$ cat config.mk
export PLATFORM = sky130hd
export DESIGN_NAME = epc_eprom_ctrl
export DESIGN_NICKNAME = d
export VERILOG_FILES = /design/src/epc_pkg.sv /design/src/epc_sync.sv /design/src/epc_eprom_ctrl.sv
export VERILOG_INCLUDE_DIRS = /design/src
export SDC_FILE = /design/constraint.sdc
export NUM_CORES = 1
export LEC_CHECK = 0
export ABC_AREA = 0
export BUFFER_PORTS_ARGS = -buffer_cell sky130_fd_sc_hd__buf_4
export CAP_MARGIN = 20
export CORE_MARGIN = 1.5
export CORE_UTILIZATION = 55
export CTS_BUF_LIST = sky130_fd_sc_hd__clkbuf_4 sky130_fd_sc_hd__clkbuf_8
export DETAILED_ROUTE_END_ITERATION = 8
export PLACE_DENSITY_LB_ADDON = 0.12
export RECOVER_POWER = 100
export SLEW_MARGIN = 20
export SYNTH_ARGS = -nofsm -noshare
export SYNTH_HDL_FRONTEND = slang
export SYNTH_SLANG_ARGS = --single-unit
$ cat constraint.sdc
create_clock -name sys_clk -period 2.6 [get_ports sys_clk]
set_input_delay 0.39 -clock sys_clk [delete_from_list [all_inputs] [get_ports sys_clk]]
set_output_delay 0.39 -clock sys_clk [all_outputs]
set_load 0.005 [all_outputs]
$ cat src/epc_params.svh
// Constants for the EPROM program control block
// Function
// - Option byte programs only after software sets the option-unlock bit; a bootload copy over the option address powers it regardless.
// - Watchdog option 1 disables watchdog, 0 enables it.
// - Trigger option 1 edge-only, 0 edge-and-level on interrupt pin and port A 0-3.
// - Pull option 1 connects pull devices on ports A, B, C; 0 disconnects.
// - Port interrupt option 1 disables port A 0-3 interrupts; 0 enables.
// - Oscillator delay option 1 gives 224 cycles, 0 gives 4064 cycles.
// - Low-voltage option 1 enables low-voltage reset; 0 disables it.
// - Bootloader entered at reset release with test voltage and port B line 0 low.
// - Bootloader copies external code: program pass at 1 ms per byte, then verify.
// - Control register bits 7:3 read zero; software keeps them zero.
// - Control bit 2 blocks option byte programming at 0, permits at 1.
// - Latch bit 1 makes EPROM writes capture address and data.
// - Latch bit 1 blocks EPROM reads; 0 allows normal reads.
// - Program bit switches programming power; forced zero unless latch bit set.
`ifndef EPC_PARAMS_SVH
`define EPC_PARAMS_SVH
`define EPC_PCR_ADDR       13'h003e
`define EPC_OPT_ADDR       13'h01ff
`define EPC_BOOT_LO        13'h0000
`define EPC_BIT_UNLOCK     2
`define EPC_BIT_LATCH      1
`define EPC_BIT_PROG       0
`define EPC_PCR_RESET      3'h0
`define EPC_OPT_ERASED     6'h3f
`define EPC_OPT_WDOG       5
`define EPC_OPT_TRIG       4
`define EPC_OPT_PULL       3
`define EPC_OPT_PINT       2
`define EPC_OPT_OSC        1
`define EPC_OPT_LVR        0
`define EPC_OSC_SHORT      12'd224
`define EPC_OSC_LONG       12'd4064
`define EPC_CLK_MHZ        200
`define EPC_BOOT_PGM_US    1000
`define EPC_BOOT_PGM_CYC   (`EPC_BOOT_PGM_US * `EPC_CLK_MHZ)
`define EPC_STRAP_WAIT     3'd4
`endif

$ cat src/epc_pkg.sv
// Types for the EPROM program control block
package epc_pkg;
	typedef enum logic [2:0] {
		EPC_B_IDLE = 3'b000,
		EPC_B_READ = 3'b001,
		EPC_B_PROG = 3'b011,
		EPC_B_VRFY = 3'b010,
		EPC_B_DONE = 3'b110,
		EPC_B_FAIL = 3'b111
	} epc_boot_t;
endpackage

$ cat src/epc_sync.sv
// Three-stage input synchroniser with agreement filter
`timescale 1ns/10ps
`default_nettype none
module epc_sync #(
	parameter logic INIT = 1'b0
) (
	// Clock and reset
	input  wire logic sys_clk,
	input  wire logic rst_n,
	// Data
	input  wire logic din,
	output logic      dout
);
	typedef struct packed {
		logic [2:0] st;
		logic       q;
	} epc_sync_t;
	epc_sync_t s_r, s_nxt;
	always_comb begin
		s_nxt = s_r;
		s_nxt.st = {s_r.st[1:0], din};
		// First stage only feeds the second
		if (s_r.st[1] == s_r.st[2]) begin
			s_nxt.q = s_r.st[2];
		end
	end
	always_ff @(posedge sys_clk or negedge rst_n) begin
		if (!rst_n) begin
			s_r <= {{3{INIT}}, INIT};
		end else begin
			s_r <= s_nxt;
		end
	end
	assign dout = s_r.q;
endmodule // epc_sync
`default_nettype wire

$ cat src/epc_eprom_ctrl.sv
// EPROM program control, option byte outputs and bootloader copier
`timescale 1ns/10ps
`default_nettype none
`include "epc_params.svh"
module epc_eprom_ctrl
	import epc_pkg::*;
#(
	parameter int          AW          = 13,
	parameter int          BOOT_BYTES  = 2560,
	parameter logic [12:0] BOOT_BASE   = 13'h0000,
	parameter int          PGM_CYC     = `EPC_BOOT_PGM_CYC
) (
	// Clock and reset
	input  wire logic          sys_clk,
	input  wire logic          rst_n,
	// CPU bus
	input  wire logic [AW-1:0] cpu_addr,
	input  wire logic          cpu_wr,
	input  wire logic          cpu_rd,
	input  wire logic [7:0]    cpu_wdata,
	output logic [7:0]         cpu_rdata,
	// Boot strap pins
	input  wire logic          test_voltage_level,
	input  wire logic          port_b_line_0,
	// EPROM array
	output logic [AW-1:0]      arr_addr,
	output logic [7:0]         arr_wdata,
	output logic               arr_read_en,
	output logic               arr_prog_power,
	input  wire logic [7:0]    arr_rdata,
	input  wire logic [7:0]    opt_cell,
	// External EPROM for bootload
	output logic [AW-1:0]      ext_addr,
	output logic               ext_rd,
	input  wire logic [7:0]    ext_rdata,
	// Boot status
	output logic               boot_active,
	output logic               boot_done,
	output logic               boot_error,
	// Option configuration
	output logic               watchdog_enable,
	output logic               edge_only_trigger,
	output logic               pull_devices_on,
	output logic               port_a_int_enable,
	output logic [11:0]        osc_delay_cycles,
	output logic               low_voltage_reset_enable
);
	localparam int CW = $clog2(PGM_CYC + 1);
	typedef struct packed {
		logic            unlock;
		logic            latch;
		logic            prog;
		logic [AW-1:0]   lat_addr;
		logic [7:0]      lat_data;
		logic            lat_opt;
		logic [5:0]      opt;
		logic [7:0]      rdata;
		epc_boot_t       bst;
		logic [AW-1:0]   bidx;
		logic [CW-1:0]   cnt;
		logic            strap_seen;
		logic [2:0]      strap_cnt;
	} epc_state_t;
	epc_state_t s_r, s_nxt;
	logic tst_s, pb0_s;

	// --------------------------------------------------------------
	// Strap synchronisers
	// --------------------------------------------------------------
	// Strap pins are asynchronous; their value is trusted only once the filter settles
	epc_sync #(.INIT(1'b0)) u_sync_tst (
		.sys_clk (sys_clk),
		.rst_n   (rst_n),
		.din     (test_voltage_level),
		.dout    (tst_s)
	);
	epc_sync #(.INIT(1'b1)) u_sync_pb0 (
		.sys_clk (sys_clk),
		.rst_n   (rst_n),
		.din     (port_b_line_0),
		.dout    (pb0_s)
	);

	// --------------------------------------------------------------
	// Address helpers
	// --------------------------------------------------------------
	function automatic logic hit(input logic [AW-1:0] a, input logic [12:0] r);
		return a == AW'(r);
	endfunction

	function automatic logic [AW-1:0] boot_addr(input logic [AW-1:0] idx);
		return AW'(BOOT_BASE) + idx;
	endfunction

	function automatic logic [AW-1:0] next_idx(input logic [AW-1:0] idx);
		return idx + AW'(1);
	endfunction

	// --------------------------------------------------------------
	// Next state
	// --------------------------------------------------------------
	always_comb begin
		s_nxt = s_r;
		s_nxt.rdata = 8'h00;
		if (s_r.bst == EPC_B_IDLE && !s_r.strap_seen) begin
			// Strap is sampled once, after the three-flop filters have taken the pin level
			if (s_r.strap_cnt != `EPC_STRAP_WAIT) begin
				s_nxt.strap_cnt = s_r.strap_cnt + 3'd1;
			end else begin
				s_nxt.strap_seen = 1'b1;
				if (tst_s && !pb0_s) begin
					s_nxt.bst  = EPC_B_READ;
					s_nxt.bidx = '0;
				end
			end
		end
		unique case (s_r.bst)
			EPC_B_IDLE, EPC_B_DONE, EPC_B_FAIL: begin
				if (cpu_wr && hit(cpu_addr, `EPC_PCR_ADDR)) begin
					s_nxt.unlock = cpu_wdata[`EPC_BIT_UNLOCK];
					s_nxt.latch  = cpu_wdata[`EPC_BIT_LATCH];
					// Program power only with latch already set
					s_nxt.prog = cpu_wdata[`EPC_BIT_PROG] && s_r.latch
						&& cpu_wdata[`EPC_BIT_LATCH];
				end else if (cpu_wr && s_r.latch && !s_r.prog) begin
					s_nxt.lat_addr = cpu_addr;
					s_nxt.lat_data = cpu_wdata;
					s_nxt.lat_opt  = hit(cpu_addr, `EPC_OPT_ADDR);
				end
				if (cpu_rd) begin
					if (hit(cpu_addr, `EPC_PCR_ADDR)) begin
						s_nxt.rdata = {5'h00, s_r.unlock, s_r.latch, s_r.prog};
					end else if (hit(cpu_addr, `EPC_OPT_ADDR)) begin
						s_nxt.rdata = {2'b00, s_r.opt};
					end else if (!s_r.latch) begin
						s_nxt.rdata = arr_rdata;
					end
				end
				// Option cell burns only while unlocked and powered
				if (s_r.prog && s_r.lat_opt && s_r.unlock) begin
					s_nxt.opt = s_r.opt & s_r.lat_data[5:0];
				end
			end
			EPC_B_READ: begin
				s_nxt.lat_addr = boot_addr(s_r.bidx);
				s_nxt.lat_data = ext_rdata;
				s_nxt.cnt      = '0;
				s_nxt.bst      = EPC_B_PROG;
			end
			EPC_B_PROG: begin
				s_nxt.cnt = s_r.cnt + CW'(1);
				if (s_r.cnt == CW'(PGM_CYC - 1)) begin
					if (s_r.bidx == AW'(BOOT_BYTES - 1)) begin
						s_nxt.bidx = '0;
						s_nxt.bst  = EPC_B_VRFY;
					end else begin
						s_nxt.bidx = next_idx(s_r.bidx);
						s_nxt.bst  = EPC_B_READ;
					end
				end
			end
			EPC_B_VRFY: begin
				if (arr_rdata != ext_rdata) begin
					s_nxt.bst = EPC_B_FAIL;
				end else if (s_r.bidx == AW'(BOOT_BYTES - 1)) begin
					s_nxt.bst = EPC_B_DONE;
				end else begin
					s_nxt.bidx = next_idx(s_r.bidx);
				end
			end
			default: begin
				// Unused codes land in the error state so a corrupt state shows
				s_nxt.bst = EPC_B_FAIL;
			end
		endcase
	end

	// --------------------------------------------------------------
	// State register
	// --------------------------------------------------------------
	// Option bits come back erased on every reset; nothing here is nonvolatile
	always_ff @(posedge sys_clk or negedge rst_n) begin
		if (!rst_n) begin
			s_r            <= '0;
			s_r.unlock     <= 1'(`EPC_PCR_RESET >> `EPC_BIT_UNLOCK);
			s_r.opt        <= `EPC_OPT_ERASED;
			s_r.bst        <= EPC_B_IDLE;
		end else begin
			s_r <= s_nxt;
		end
	end

	// --------------------------------------------------------------
	// Outputs
	// --------------------------------------------------------------
	logic boot_prog;
	assign boot_prog      = s_r.bst == EPC_B_PROG;
	assign cpu_rdata      = s_r.rdata;
	// Verify reads the array at the copy index while the CPU is locked out
	assign arr_addr       = (s_r.bst == EPC_B_VRFY) ? boot_addr(s_r.bidx)
		: (s_r.latch || boot_prog) ? s_r.lat_addr : cpu_addr;
	assign arr_wdata      = s_r.lat_data;
	assign arr_read_en    = !s_r.latch && !boot_prog;
	// Outside bootload, option cell power is kept off when locked
	assign arr_prog_power = boot_prog
		|| (s_r.prog && s_r.latch && (!s_r.lat_opt || s_r.unlock));
	assign ext_addr       = boot_addr(s_r.bidx);
	assign ext_rd         = s_r.bst == EPC_B_READ || s_r.bst == EPC_B_VRFY;
	assign boot_active    = s_r.bst inside {EPC_B_READ, EPC_B_PROG, EPC_B_VRFY};
	assign boot_done      = s_r.bst == EPC_B_DONE;
	assign boot_error     = s_r.bst == EPC_B_FAIL;
	// Cell opt_cell is the erased array image; the live copy is s_r.opt
	logic [5:0] ob;
	assign ob = s_r.opt & opt_cell[5:0];
	assign watchdog_enable          = !ob[`EPC_OPT_WDOG];
	assign edge_only_trigger        = ob[`EPC_OPT_TRIG];
	assign pull_devices_on          = ob[`EPC_OPT_PULL];
	assign port_a_int_enable        = !ob[`EPC_OPT_PINT];
	assign osc_delay_cycles         = ob[`EPC_OPT_OSC] ? `EPC_OSC_SHORT : `EPC_OSC_LONG;
	assign low_voltage_reset_enable = ob[`EPC_OPT_LVR];
endmodule // epc_eprom_ctrl
`default_nettype wire

==> summary.md, run 1 <==
| Metric | Value |
|---|---|
| Cts bufs inserted | `9` |
| Via/cell ratio | `5.57` |
| Synthesized area | `0.00507 mm2` |
| Final Hold Fails | `0` |
| Setup_tns | `0 ns` |
| Number of enable flip-flop cells after synthesis | `0` |
| Post-CTS setup buffer count | `0` |
| FF/Latch Area | `0.00214 mm2` |
| Die Y | `approximately 99 um` |
| Cell leakage power | `2.72 nW` |
| Clock share of power | `36.7%` |
| Initial Util | `a little under three fifths` |
| DP Wirelength | `8.93 mm` |
| Clk Latency, worst-skew pair | `0.35 ns` |
| CP Capture Type | `output port` |
| CP Class | `flip-flop to output port` |
| Sw frac | `26.2%` |
| Register-to-Register Path Depth | `5` |
| Yosys Warn Count | `0` |
| Core area | `0.00881 mm2` |
| Fmax | `398 MHz` |
| Share of cells above drive strength 1 | `between 20% and 30%` |
| Post-route ant nets | `0` |
| CP arrival | `around 2.1 ns` |
| Die area | `0.00980 mm2` |
| CTS tree | `built` |
| #FFs+latches synth | `85` |
| # fillers | `743` |
| Met2 Resource Use GR | `between 40 and 50%` |
| Launching point of the worst reg2reg path | `s_r[10]$_DFFE_PN0P_` |
| Clock buffer depth | `2` |
| Tcrit/Tclk final | `a little over nine tenths` |
| Synth area leaders | `dfrtp_1 (37%), mux2i_1 (9.1%), buf_4 (6.7%)` |
| H-tree levels | `3` |
| Final nets | `696` |
| Maximum VDD drop | `~0.24 mV` |
| Largest net degree at the start of global routing | `55` |
| Pwr dens | `around 450 mW/mm2` |
| M3 GR Usage | `6.88%` |
| Hold_sp | `port_b_line_0` |
| DR vias | `4203` |
| Gr ovfl total | `0` |
| Clk_skew | `approximately 0.0084 ns` |
| Vias in the first global route | `between 4000 and 5000` |
| R2R Path End | `s_r[32]$_DFF_PN0_` |
| Syn Inst Count | `~560` |
| Unrepaired setup endpoints after global routing | `no` |
| GR Util All Layers | `25.6%` |
| Count of cell types in the netlist | `64` |
| Footprint of the multi-input gates | `0.00243 mm2` |
| Worst-path clk slew | `0.09 ns` |
| Standard-cell rows | `34` |
| Critical Path Source Type | `flip-flop` |
| Final Max Tran Viols | `32` |
| Final Core Density | `67.5%` |
| Worst reg-to-reg setup slack | `about 0.20 ns` |
| Top cell type's share of synthesized area | `37.0%` |
| GRT met1 Usage | `34.4%` |
| Syn Area/Cell | `9.13 um2` |
| Most frequent cells in the layout | `buf_4 (89), nand2_1 (81), dfrtp_1 (74), o21ai_0 (51), mux2i_1 (46)` |
| CP required | `2.21 ns` |
| Failing checks | `DRC, capacitance limit, slew limit` |
| Hold crit path type | `input pin to flip-flop` |
| Root Buffer | `clkbuf_8` |
| Share of total power in sequential cells | `54.6%` |
| Routed length per instance | `between 15 and 20 um` |
| Combinational share of power | `under 10%` |
| Slew HR | `-16.0%` |
| Placed cell area | `0.00581 mm2` |
| DRC Markers | `4` |
| CP Max Fanout | `14` |
| Fin Hold WS | `between 0.1 and 0.15 ns` |
| # diodes | `0` |
| Initial drt markers | `165` |
| Dominant synthesized flop cell | `dfrtp_1` |
| I/O Buffers | `about 110` |
| Die W | `99.0 um` |
| RePlAce Congestion | `0.926` |
| Final Critical Period | `approximately 2.5 ns` |
| Endpoints failing setup | `0` |
| Final wirelength | `12.0 mm` |
| Asr flop ratio synth | `100%` |
| Outcome | `finished with violations` |
| First-pass GRT wire length | `approximately 20 mm` |
| Int Pwr | `~2 mW` |
| Seq/Total Area, Yosys | `42.2%` |
| First-pass detailed-route iteration total | `6` |
| Sw Pwr | `0.708 mW` |
| Grt peak-use layer | `met2` |
| Initial antenna violation count | `0` |
| Leading area contributor after synthesis | `dfrtp_1` |
| Post-route cell area | `0.00594 mm2` |
| Max_cap viols | `1` |
| Most common cell after layout, fill and taps aside | `buf_4` |
| Syn-to-layout area delta | `17.2%` |
| Clock Sinks | `85` |
| Hold worst-path end | `u_sync_pb0.s_nxt[2]$_DFF_PN1_` |
| Slew @ Worst Pin | `1.74 ns` |
| Hold path cells | `1` |
| Ports | `116` |
## cell usage after synthesis (7+ instances only)
cell type,instances
nand2_1,81
dfrtp_1,75
mux2i_1,46
buf_4,45
nor2_1,37
o21ai_0,32
o21ai_1,28
inv_1,17
clkbuf_1,15
nand3_1,14
nor3_1,13
xnor2_1,13
nand4_1,12
dfstp_2,10
a21oi_1,8
and3_1,7
o21a_1,7
o22ai_1,7
## metal layers
| layer | wire length [um] | vias up |
|---|---|---|
| li1 | - | 2066 |
| met1 | 5160 | 1988 |
| met2 | 5840 | 135 |
| met3 | 801 | 14 |
| met4 | 163 | 0 |
| met5 | 0 | - |
## state kept, by name, summed over array words and instances (netlist names)
name	count
u_sync_tst.s_r	1
u_sync_pb0.s_nxt	2
u_sync_pb0.s_r	1
u_sync_pb0.dout	1
cpu_rdata	8
u_sync_tst.s_nxt	2
arr_wdata	8
u_sync_tst.dout	1
s_r	61
## power by group through the flow
| stage | clock (mW) | combinational [mW] | sequential [mW] |
|---|---|---|---|
| floorplan | 0 | 0.161 | 1.46 |
| global placement | 0 | 0.232 | 1.50 |
| detailed placement | 0 | 0.240 | 1.50 |
| CTS | 1.01 | 0.242 | 1.47 |
| global route | 1.07 | 0.266 | 1.49 |
| finish | 0.991 | 0.235 | 1.47 |
## area by class of cell
cell class,count,area share (%)
clock buffers,10,2.32
clock inverters,6,1.16
inverters,17,1.07
multi-input cells,392,40.9
flip-flops and latches,85,36.0
well taps,108,2.27
repair buffers,136,16.2
## timing repair
action                                 in CTS  in global routing
hold buffers                                1                  0
gates cloned                                0                  0
gates resized for setup                     1                  1
endpoints found under the hold margin      27                  0
setup endpoints to repair                   1                  2
pin swaps                                   0                  0
## cells by family (layout without fill, tap and decap cells)
family	count (synthesis)	in the layout	share of synthesized area, %
AOI/OAI and AO/OA	103	103	11.9
other	2	8	0.148
xor gates and xnor gates	14	14	2.42
and+or+nand+nor	211	211	21.7
muxes	50	50	9.97
adders and majority gates	6	6	1.38
buffers and inverters	84	169	10.2
DFF	85	85	42.2
## how the worst max path moves through the flow
stage | slack, ns | to | startpoint
after floorplan | 0.38 | s_r[35]$_DFF_PN0_ | s_r[31]$_DFF_PN0_
after detailed placement | 0.27 | s_r[67]$_DFFE_PN0P_ | cpu_addr[9]
after global routing | 0.01 | arr_addr[1] | s_r[37]$_DFF_PN0_
after global placement | 0.33 | s_r[72]$_DFFE_PN0P_ | cpu_addr[9]
final | 0.09 | arr_addr[1] | s_r[37]$_DFF_PN0_
after CTS | 0.04 | arr_addr[1] | s_r[37]$_DFF_PN0_
## worst max-delay path, stage by stage, from the launching register on
cell	delay, ns
dfrtp_2	0.50
nor2b_2	0.28
a21oi_1	0.12
buf_4	0.24
mux2i_1	0.15
o21ai_0	0.29
buf_4	0.18
## stage by stage
step	power, mW	cells	setup slack (ns)
finish	2.70	754	0.0904
global route	2.83	754	0.0143
global placement	1.73	737	0.330
CTS	2.73	754	0.0408
floorplan	1.62	561	0.378
detailed placement	1.74	737	0.275
Power figures use the tool's default switching activity.
==> run 2, diff against run 1 <==
ABC_AREA = 1   (was 0)
==> run 2 against run 1 <==
Compared with the run above: critical endpoint is now arr_addr[6]; final cell count rose by 29%; sequential cell count did not move; combinational power rose by 14%; critical path type unchanged; via count rose by 27%; sequential share of layout area fell by 2.0 points; final area rose by 6.0%; clock skew rose by 0.0067 ns; synthesized area rose by 7.4%; synthesized cell count rose by 36%; the flow now finishes without violations; power rose by 1.3%; fmax rose by 1.8%; die area rose by 7.2%.
==> summary.md, run 2 <==
| Metric | Value |
|---|---|
| H-tree levels | `3 (unchanged)` |
| Via/cell ratio | `5.49 (-1.5%)` |
| Most flops, register | `s_r` |
| #FFs+latches synth | `85 (unchanged)` |
| CTS Hold Bufs | `0 (-1)` |
| CTS tree | `built` |
| Simple-gate portion of the synthesized area | `31.5% (+9.8 points)` |
| Top post-synthesis cells by count | `nand2_1 (189), inv_1 (83), dfrtp_1 (75), nand3_1 (75), nor2_1 (71)` |
| Vias in the first global route | `4953 (+21%)` |
| Routed length per instance | `15.0 um (-5.7%)` |
| Post-Layout Cell Count | `970 (+29%)` |
| Clock share of power | `39.7% (+3.0 points)` |
| Clk Latency, worst-skew pair | `0.38 ns (+0.03 ns)` |
| Fmax | `406 MHz (+1.8%)` |
| Pwr dens | `435 mW/mm2 (-4.4%)` |
| CP Capture Type | `output port` |
| Initial drt markers | `361 (+120%)` |
| GR Util All Layers | `28.4% (+2.9 points)` |
| Final nets | `888 (+28%)` |
| Most frequent cells in the layout | `nand2_1 (191), inv_1 (83), nand3_1 (76), dfrtp_1 (75), nor2_1 (72)` |
| DP Wirelength | `10.6 mm (+18%)` |
| DR vias | `5327 (+27%)` |
| Most common cell after layout, fill and taps aside | `nand2_1` |
| Gr ovfl total | `0 (unchanged)` |
| Seq/Total Area, Yosys | `39.3% (-2.9 points)` |
| Main combinational cell family by area after synthesis | `simple AND/OR/NAND/NOR gates` |
| Fin Hold WS | `0.123 ns (-0.0209 ns)` |
| Hold crit path type | `input pin to flip-flop` |
| Worst path cell trace | `nand2_1 -> nor2_1 -> nor2_4 -> inv_2 -> o21ai_0 -> a21oi_1 -> a21oi_1 -> clkbuf_4` |
| Worst path bufs/invs | `2 (unchanged)` |
| Maximum VDD drop | `0.331 mV (+39%)` |
| CP required | `2.21 ns (about the same)` |
| Combinational share of power | `9.8% (+1.1 points)` |
| Synthesized area | `0.00545 mm2 (+7.4%)` |
| Die Y | `103 um (+3.5%)` |
| Dominant synthesized flop cell | `dfrtp_1` |
| Setup_tns | `0 ns (unchanged)` |
| Clk_skew | `0.0151 ns (+0.00670 ns)` |
| Die W | `103 um (+3.5%)` |
| Asr flop ratio synth | `100% (unchanged)` |
| Cts bufs inserted | `9 (unchanged)` |
| CP arrival | `2.07 ns (-0.05 ns)` |
| Slowest CP cell | `dfrtp_1` |
| Standard-cell rows | `36 (+5.9%)` |
| Final Core Density | `65.0% (-2.5 points)` |
| Synth Area in Compound Gates | `11.4% (-0.57 points)` |
| Core area | `0.00968 mm2 (+10%)` |
| Count of cell types in the netlist | `39 (-39%)` |
| Final Hold Fails | `0 (unchanged)` |
| Slew HR | `25.2% (+41 points)` |
| Initial Util | `56.2% (-1.3 points)` |
| Tcrit/Tclk final | `94.8% (-1.7 points)` |
| # diodes | `0 (unchanged)` |
| Post-route cell area | `0.00630 mm2 (+6.0%)` |
| Share of total power in sequential cells | `50.5% (-4.1 points)` |
| Syn Area/Cell | `7.19 um2 (-21%)` |
| I/O Buffers | `105 (unchanged)` |
| Ports | `116 (unchanged)` |
| Worst path max stage delay | `0.44 ns (-0.06 ns)` |
| Final Max Tran Viols | `0 (-100%)` |
| Largest register FFs | `61 (unchanged)` |
| Yosys Warn Count | `0 (unchanged)` |
| Placed cell area | `0.00613 mm2 (+5.5%)` |
| First-pass detailed-route iteration total | `5 (-1)` |
| Cell leakage power | `3.15 nW (+16%)` |
| Critical Path Source Type | `flip-flop` |
| Worst-path clk slew | `0.09 ns (about the same)` |
| First-pass GRT wire length | `23.2 mm (+16%)` |
| Top cell type's share of synthesized area | `34.5% (-2.6 points)` |
| Sw Pwr | `0.687 mW (-2.9%)` |
| Die area | `0.0105 mm2 (+7.2%)` |
| Synth Area in Adders | `1.29% (-0.095 points)` |
| XOR/XNOR share of the synthesized area | `2.90% (+0.48 points)` |
| Max_cap viols | `0 (-1)` |
| Placed Cells | `954 (+29%)` |
| DRC Markers | `0 (-4)` |
| CP most frequent cell | `a21oi_1` |
| Multiplexer share of the synthesized area | `0% (-10 points)` |
| Initial antenna violation count | `0 (unchanged)` |
| Syn-to-layout area delta | `15.6%` |
| Top-count cell post-synth | `nand2_1` |
| CP Max Fanout | `19 (+5)` |
| Endpoints failing setup | `0 (unchanged)` |
| Leading area contributor after synthesis | `dfrtp_1` |
| Share of cells above drive strength 1 | `17.3% (-5.9 points)` |
| Largest net degree at the start of global routing | `45 (-18%)` |
| Unrepaired setup endpoints after global routing | `no` |
| Root Buffer | `clkbuf_8` |
| CP top delay family | `simple AND/OR/NAND/NOR gates` |
| Final wirelength | `14.5 mm (+21%)` |
| Clock Sinks | `85 (unchanged)` |
| Post-route ant nets | `0 (unchanged)` |
| Sw frac | `25.1% (-1.1 points)` |
| Synth area leaders | `dfrtp_1 (34%), nand2_1 (13%), nand3_1 (6.9%)` |
| Syn Inst Count | `757 (+36%)` |
| Slew @ Worst Pin | `1.12 ns (-0.617 ns)` |
| Final Critical Period | `2.46 ns (-0.0450 ns)` |
| Number of enable flip-flop cells after synthesis | `0 (unchanged)` |
| CP Class | `flip-flop to output port` |
| Int Pwr | `2.05 mW (+2.9%)` |
| RePlAce Congestion | `0.929 (+0.31%)` |
| Clock buffer depth | `2 (unchanged)` |
| Outcome | `finished clean` |
## run 2: path summary, 6_finish.rpt
path / slack (ns) / start / to / depth (start not counted)
worst max-delay path: 0.14 / s_r[36]$_DFF_PN0_ / arr_addr[6] / 8
min in group asynchronous: 0.21 / rst_n / s_r[15]$_DFFE_PN0P_ / 1
worst min register to register: 0.36 / u_sync_tst.s_nxt[2]$_DFF_PN0_ / u_sync_tst.s_nxt[3]$_DFF_PN0_ / 0
worst max register to register: 0.20 / s_r[22]$_DFF_PN0_ / s_r[25]$_DFF_PN0_ / 11
max in group asynchronous: 0.74 / rst_n / s_r[0]$_DFFE_PN0P_ / 2
worst min-delay path: 0.12 / port_b_line_0 / u_sync_pb0.s_nxt[2]$_DFF_PN1_ / 1
## run 2: per-layer routing
metal  vias to the layer above  GRT usage, %  part of all wire, %
met5                         -             0                    0
met4                         0          12.5                  2.7
met3                        36          4.88                  7.6
li1                       2563             -                    -
met2                       227          45.5                   47
met1                      2501          38.1                   43
## run 2: through the flow
stage	setup WS [ns]	total power, mW
2_1_floorplan	0.944	1.54
3_3_place_gp	0.495	1.68
3_5_place_dp	0.472	1.68
4_1_cts	0.0583	2.75
5_1_grt	0.0321	2.84
6_report	0.135	2.74
## run 2: final cells by class
cell class / instances / area [um2]
clock buffers: 10 / 138
inverters: 86 / 327
repair buffers: 121 / 867
clock inverters: 5 / 83.8
fillers: 880 / 3390
well taps: 133 / 166
flip-flops and latches: 85 / 2140
multi-input cells: 530 / 2570
## run 2: kinds of logic (layout without fill, tap and decap cells)
kind of cell	after synthesis	after routing
AOI/OAI and AO/OA	113	113
and+or+nand+nor	385	385
other	2	8
DFF	85	85
adders and majority gates	6	6
xor gates and xnor gates	18	18
buffers and inverters	148	222
## run 2: repair_timing
action,CTS,global route
buffers inserted,0,1
endpoints found under the setup margin,0,6
resized for setup,0,3
## run 2: power by group through the flow
stage          Combinational, mW  Clock, mW  Sequential (mW)
2_1_floorplan              0.138          0             1.40
3_3_place_gp               0.271          0             1.41
6_report                   0.269       1.09             1.38
5_1_grt                    0.304       1.15             1.39
4_1_cts                    0.278       1.09             1.38
3_5_place_dp               0.276          0             1.41
==> run 3, diff against run 2 <==
CELL_PAD_IN_SITES_DETAIL_PLACEMENT = 0   (was not set)
CELL_PAD_IN_SITES_GLOBAL_PLACEMENT = 1   (was not set)
CORE_UTILIZATION = 41   (was 55)
==> run 3 against run 2 <==
Compared with the run above: sequential share of layout area grew 0.074 points; sequential power hardly changed; sequential cell count stayed put; first-iteration DRC count grew 12%; non-clock buffer count down 1; fmax up 2.2%; largest power group unchanged.
==> summary.md, run 3 (synthesis gave the netlist of run 2 again) <==
| Metric | Value |
|---|---|
| Outcome | `finished clean` |
| Most frequent cells in the layout | `nand2_1 (191), inv_1 (84), nand3_1 (75), dfrtp_1 (75), nor2_1 (72)` |
| Fmax | `415 MHz (+2.2%)` |
| Clock Sinks | `85 (unchanged)` |
| Slew HR | `23.0% (-2.2 points)` |
| Placed Cells | `993 (+4.1%)` |
| Clk_skew | `0.0134 ns (-0.00164 ns)` |
| CP Class | `flip-flop to output port` |
| CP Max Fanout | `12 (-7)` |
| Worst path max stage delay | `0.46 ns (+0.02 ns)` |
| RePlAce Congestion | `0.895 (-3.6%)` |
| First-pass GRT wire length | `24.8 mm (+7.1%)` |
| Maximum VDD drop | `0.221 mV (-33%)` |
| Share of cells above drive strength 1 | `17.2% (-0.12 points)` |
| Ports | `116 (unchanged)` |
| Fin Hold WS | `0.129 ns (+0.00543 ns)` |
| Final nets | `887 (-0.11%)` |
| Tcrit/Tclk final | `92.7% (-2.1 points)` |
| Cts bufs inserted | `9 (unchanged)` |
| Largest net degree at the start of global routing | `43 (-4.4%)` |
| Final Hold Fails | `0 (unchanged)` |
| Standard-cell rows | `41 (+14%)` |
| Largest register FFs | `61 (unchanged)` |
| Critical Path Source Type | `flip-flop` |
| CP top delay family | `flip-flops` |
| Routed length per instance | `15.0 um (+0.36%)` |
| DRC Markers | `0 (unchanged)` |
| DR vias | `5088 (-4.5%)` |
| Most common cell after layout, fill and taps aside | `nand2_1` |
| Clk Latency, worst-skew pair | `0.37 ns (about the same)` |
| Gr ovfl total | `0 (unchanged)` |
| Most flops, register | `s_r` |
| Worst path cell trace | `nor2_1 -> nand2_2 -> clkbuf_4 -> o21ai_0 -> a21oi_1 -> a21oi_1 -> buf_4` |
| Die W | `118 um (+15%)` |
| Worst path bufs/invs | `2 (unchanged)` |
| Max_cap viols | `0 (unchanged)` |
| Setup_tns | `0 ns (unchanged)` |
| GR Util All Layers | `22.4% (-6.1 points)` |
| I/O Buffers | `105 (unchanged)` |
| Hold crit path type | `input pin to flip-flop` |
| Final Max Tran Viols | `0 (unchanged)` |
| H-tree levels | `3 (unchanged)` |
| Pwr dens | `403 mW/mm2 (-7.4%)` |
| Cell leakage power | `3.14 nW (-0.39%)` |
| CP arrival | `2.02 ns (-0.05 ns)` |
| Initial antenna violation count | `0 (unchanged)` |
| Endpoints failing setup | `0 (unchanged)` |
| Core area | `0.0128 mm2 (+32%)` |
| Via/cell ratio | `5.04 (-8.2%)` |
| Post-CTS setup buffer count | `0 (unchanged)` |
| DP Wirelength | `11.2 mm (+6.4%)` |
| Initial Util | `42.6% (-14 points)` |
| First-pass detailed-route iteration total | `5 (unchanged)` |
| Final Critical Period | `2.41 ns (-0.0534 ns)` |
| Initial drt markers | `404 (+12%)` |
| Syn-to-layout area delta | `15.4%` |
| Die area | `0.0140 mm2 (+33%)` |
| Die Y | `118 um (+15%)` |
| # diodes | `0 (unchanged)` |
| Worst-path clk slew | `0.08 ns (about the same)` |
| Unrepaired setup endpoints after global routing | `no` |
| Post-route ant nets | `0 (unchanged)` |
| Final wirelength | `15.2 mm (+4.4%)` |
| CTS tree | `built` |
| Vias in the first global route | `4868 (-1.7%)` |
| Clock buffer depth | `2 (unchanged)` |
| Post-Layout Cell Count | `1009 (+4.0%)` |
| Slew @ Worst Pin | `1.16 ns (+0.0328 ns)` |
| CP Capture Type | `output port` |
| CP most frequent cell | `a21oi_1` |
| Root Buffer | `clkbuf_8` |
| CP required | `2.21 ns (about the same)` |
| Slowest CP cell | `dfrtp_1` |
run 3: final timing paths:
check	to	slack [ns]	from	cells after the start
min	u_sync_pb0.s_nxt[2]$_DFF_PN1_	0.13	port_b_line_0	1
min in group asynchronous	s_r[29]$_DFF_PN0_	0.23	rst_n	1
max reg2reg	s_r[26]$_DFF_PN0_	0.32	s_r[22]$_DFF_PN0_	11
min reg2reg	u_sync_tst.s_nxt[3]$_DFF_PN0_	0.36	u_sync_tst.s_nxt[2]$_DFF_PN0_	0
max	arr_addr[1]	0.19	s_r[37]$_DFF_PN0_	7
max in group asynchronous	cpu_rdata[2]$_DFF_PN0_	1.04	rst_n	2
run 3: cell type report:
type	count	area [um2]
Fill cell	1316	6490
Multi-Input combinational cell	530	2570
Sequential cell	85	2140
Timing Repair Buffer	120	856
Inverter	86	323
Tap cell	172	215
Clock buffer	14	161
Clock inverter	2	12.5
run 3: where the power goes:
group | leakage (nW) | internal [mW] | total [mW] | switching [mW]
Combinational | 1.97 | 0.125 | 0.273 | 0.148
Sequential | 1.07 | 1.36 | 1.38 | 0.0229
Clock | 0.0918 | 0.401 | 0.874 | 0.474
Total | 3.14 | 1.88 | 2.53 | 0.645
run 3: per-stage QoR:
stage | utilization [%] | instance area (um2) | worst slack, ns | total power [mW]
3_3_place_gp | 48.4 | 6180 | 0.520 | 1.69
3_5_place_dp | 48.4 | 6180 | 0.493 | 1.69
2_1_floorplan | - | 5470 | 0.944 | 1.54
5_1_grt | 49.2 | 6280 | 0.0436 | 2.67
4_1_cts | 49.8 | 6360 | 0.0713 | 2.59
6_report | 49.2 | 6280 | 0.189 | 2.53
run 3: timing repair:
item	CTS	global route
hold buffers	0	0
resized for setup	0	1
endpoints found under the setup margin	0	1
run 3: worst reg2reg max path, delay by kind of cell (launching register included):
kind          cells  cell delay (ns)
fa+ha+maj         1             0.26
flops             1             0.48
simple gates      8             1.30
buf+inv           2             0.15
run 3: routing by layer:
layer / GRT usage (%) / vias to the layer above / share of wire (%) / routed length [um]
met5: 0 / - / 0 / 0
met4: 6.33 / 0 / 1.3 / 202
met3: 4.58 / 15 / 5.0 / 754
met2: 35.8 / 136 / 46 / 7010
met1: 30.6 / 2378 / 47 / 7200
li1: - / 2559 / - / -
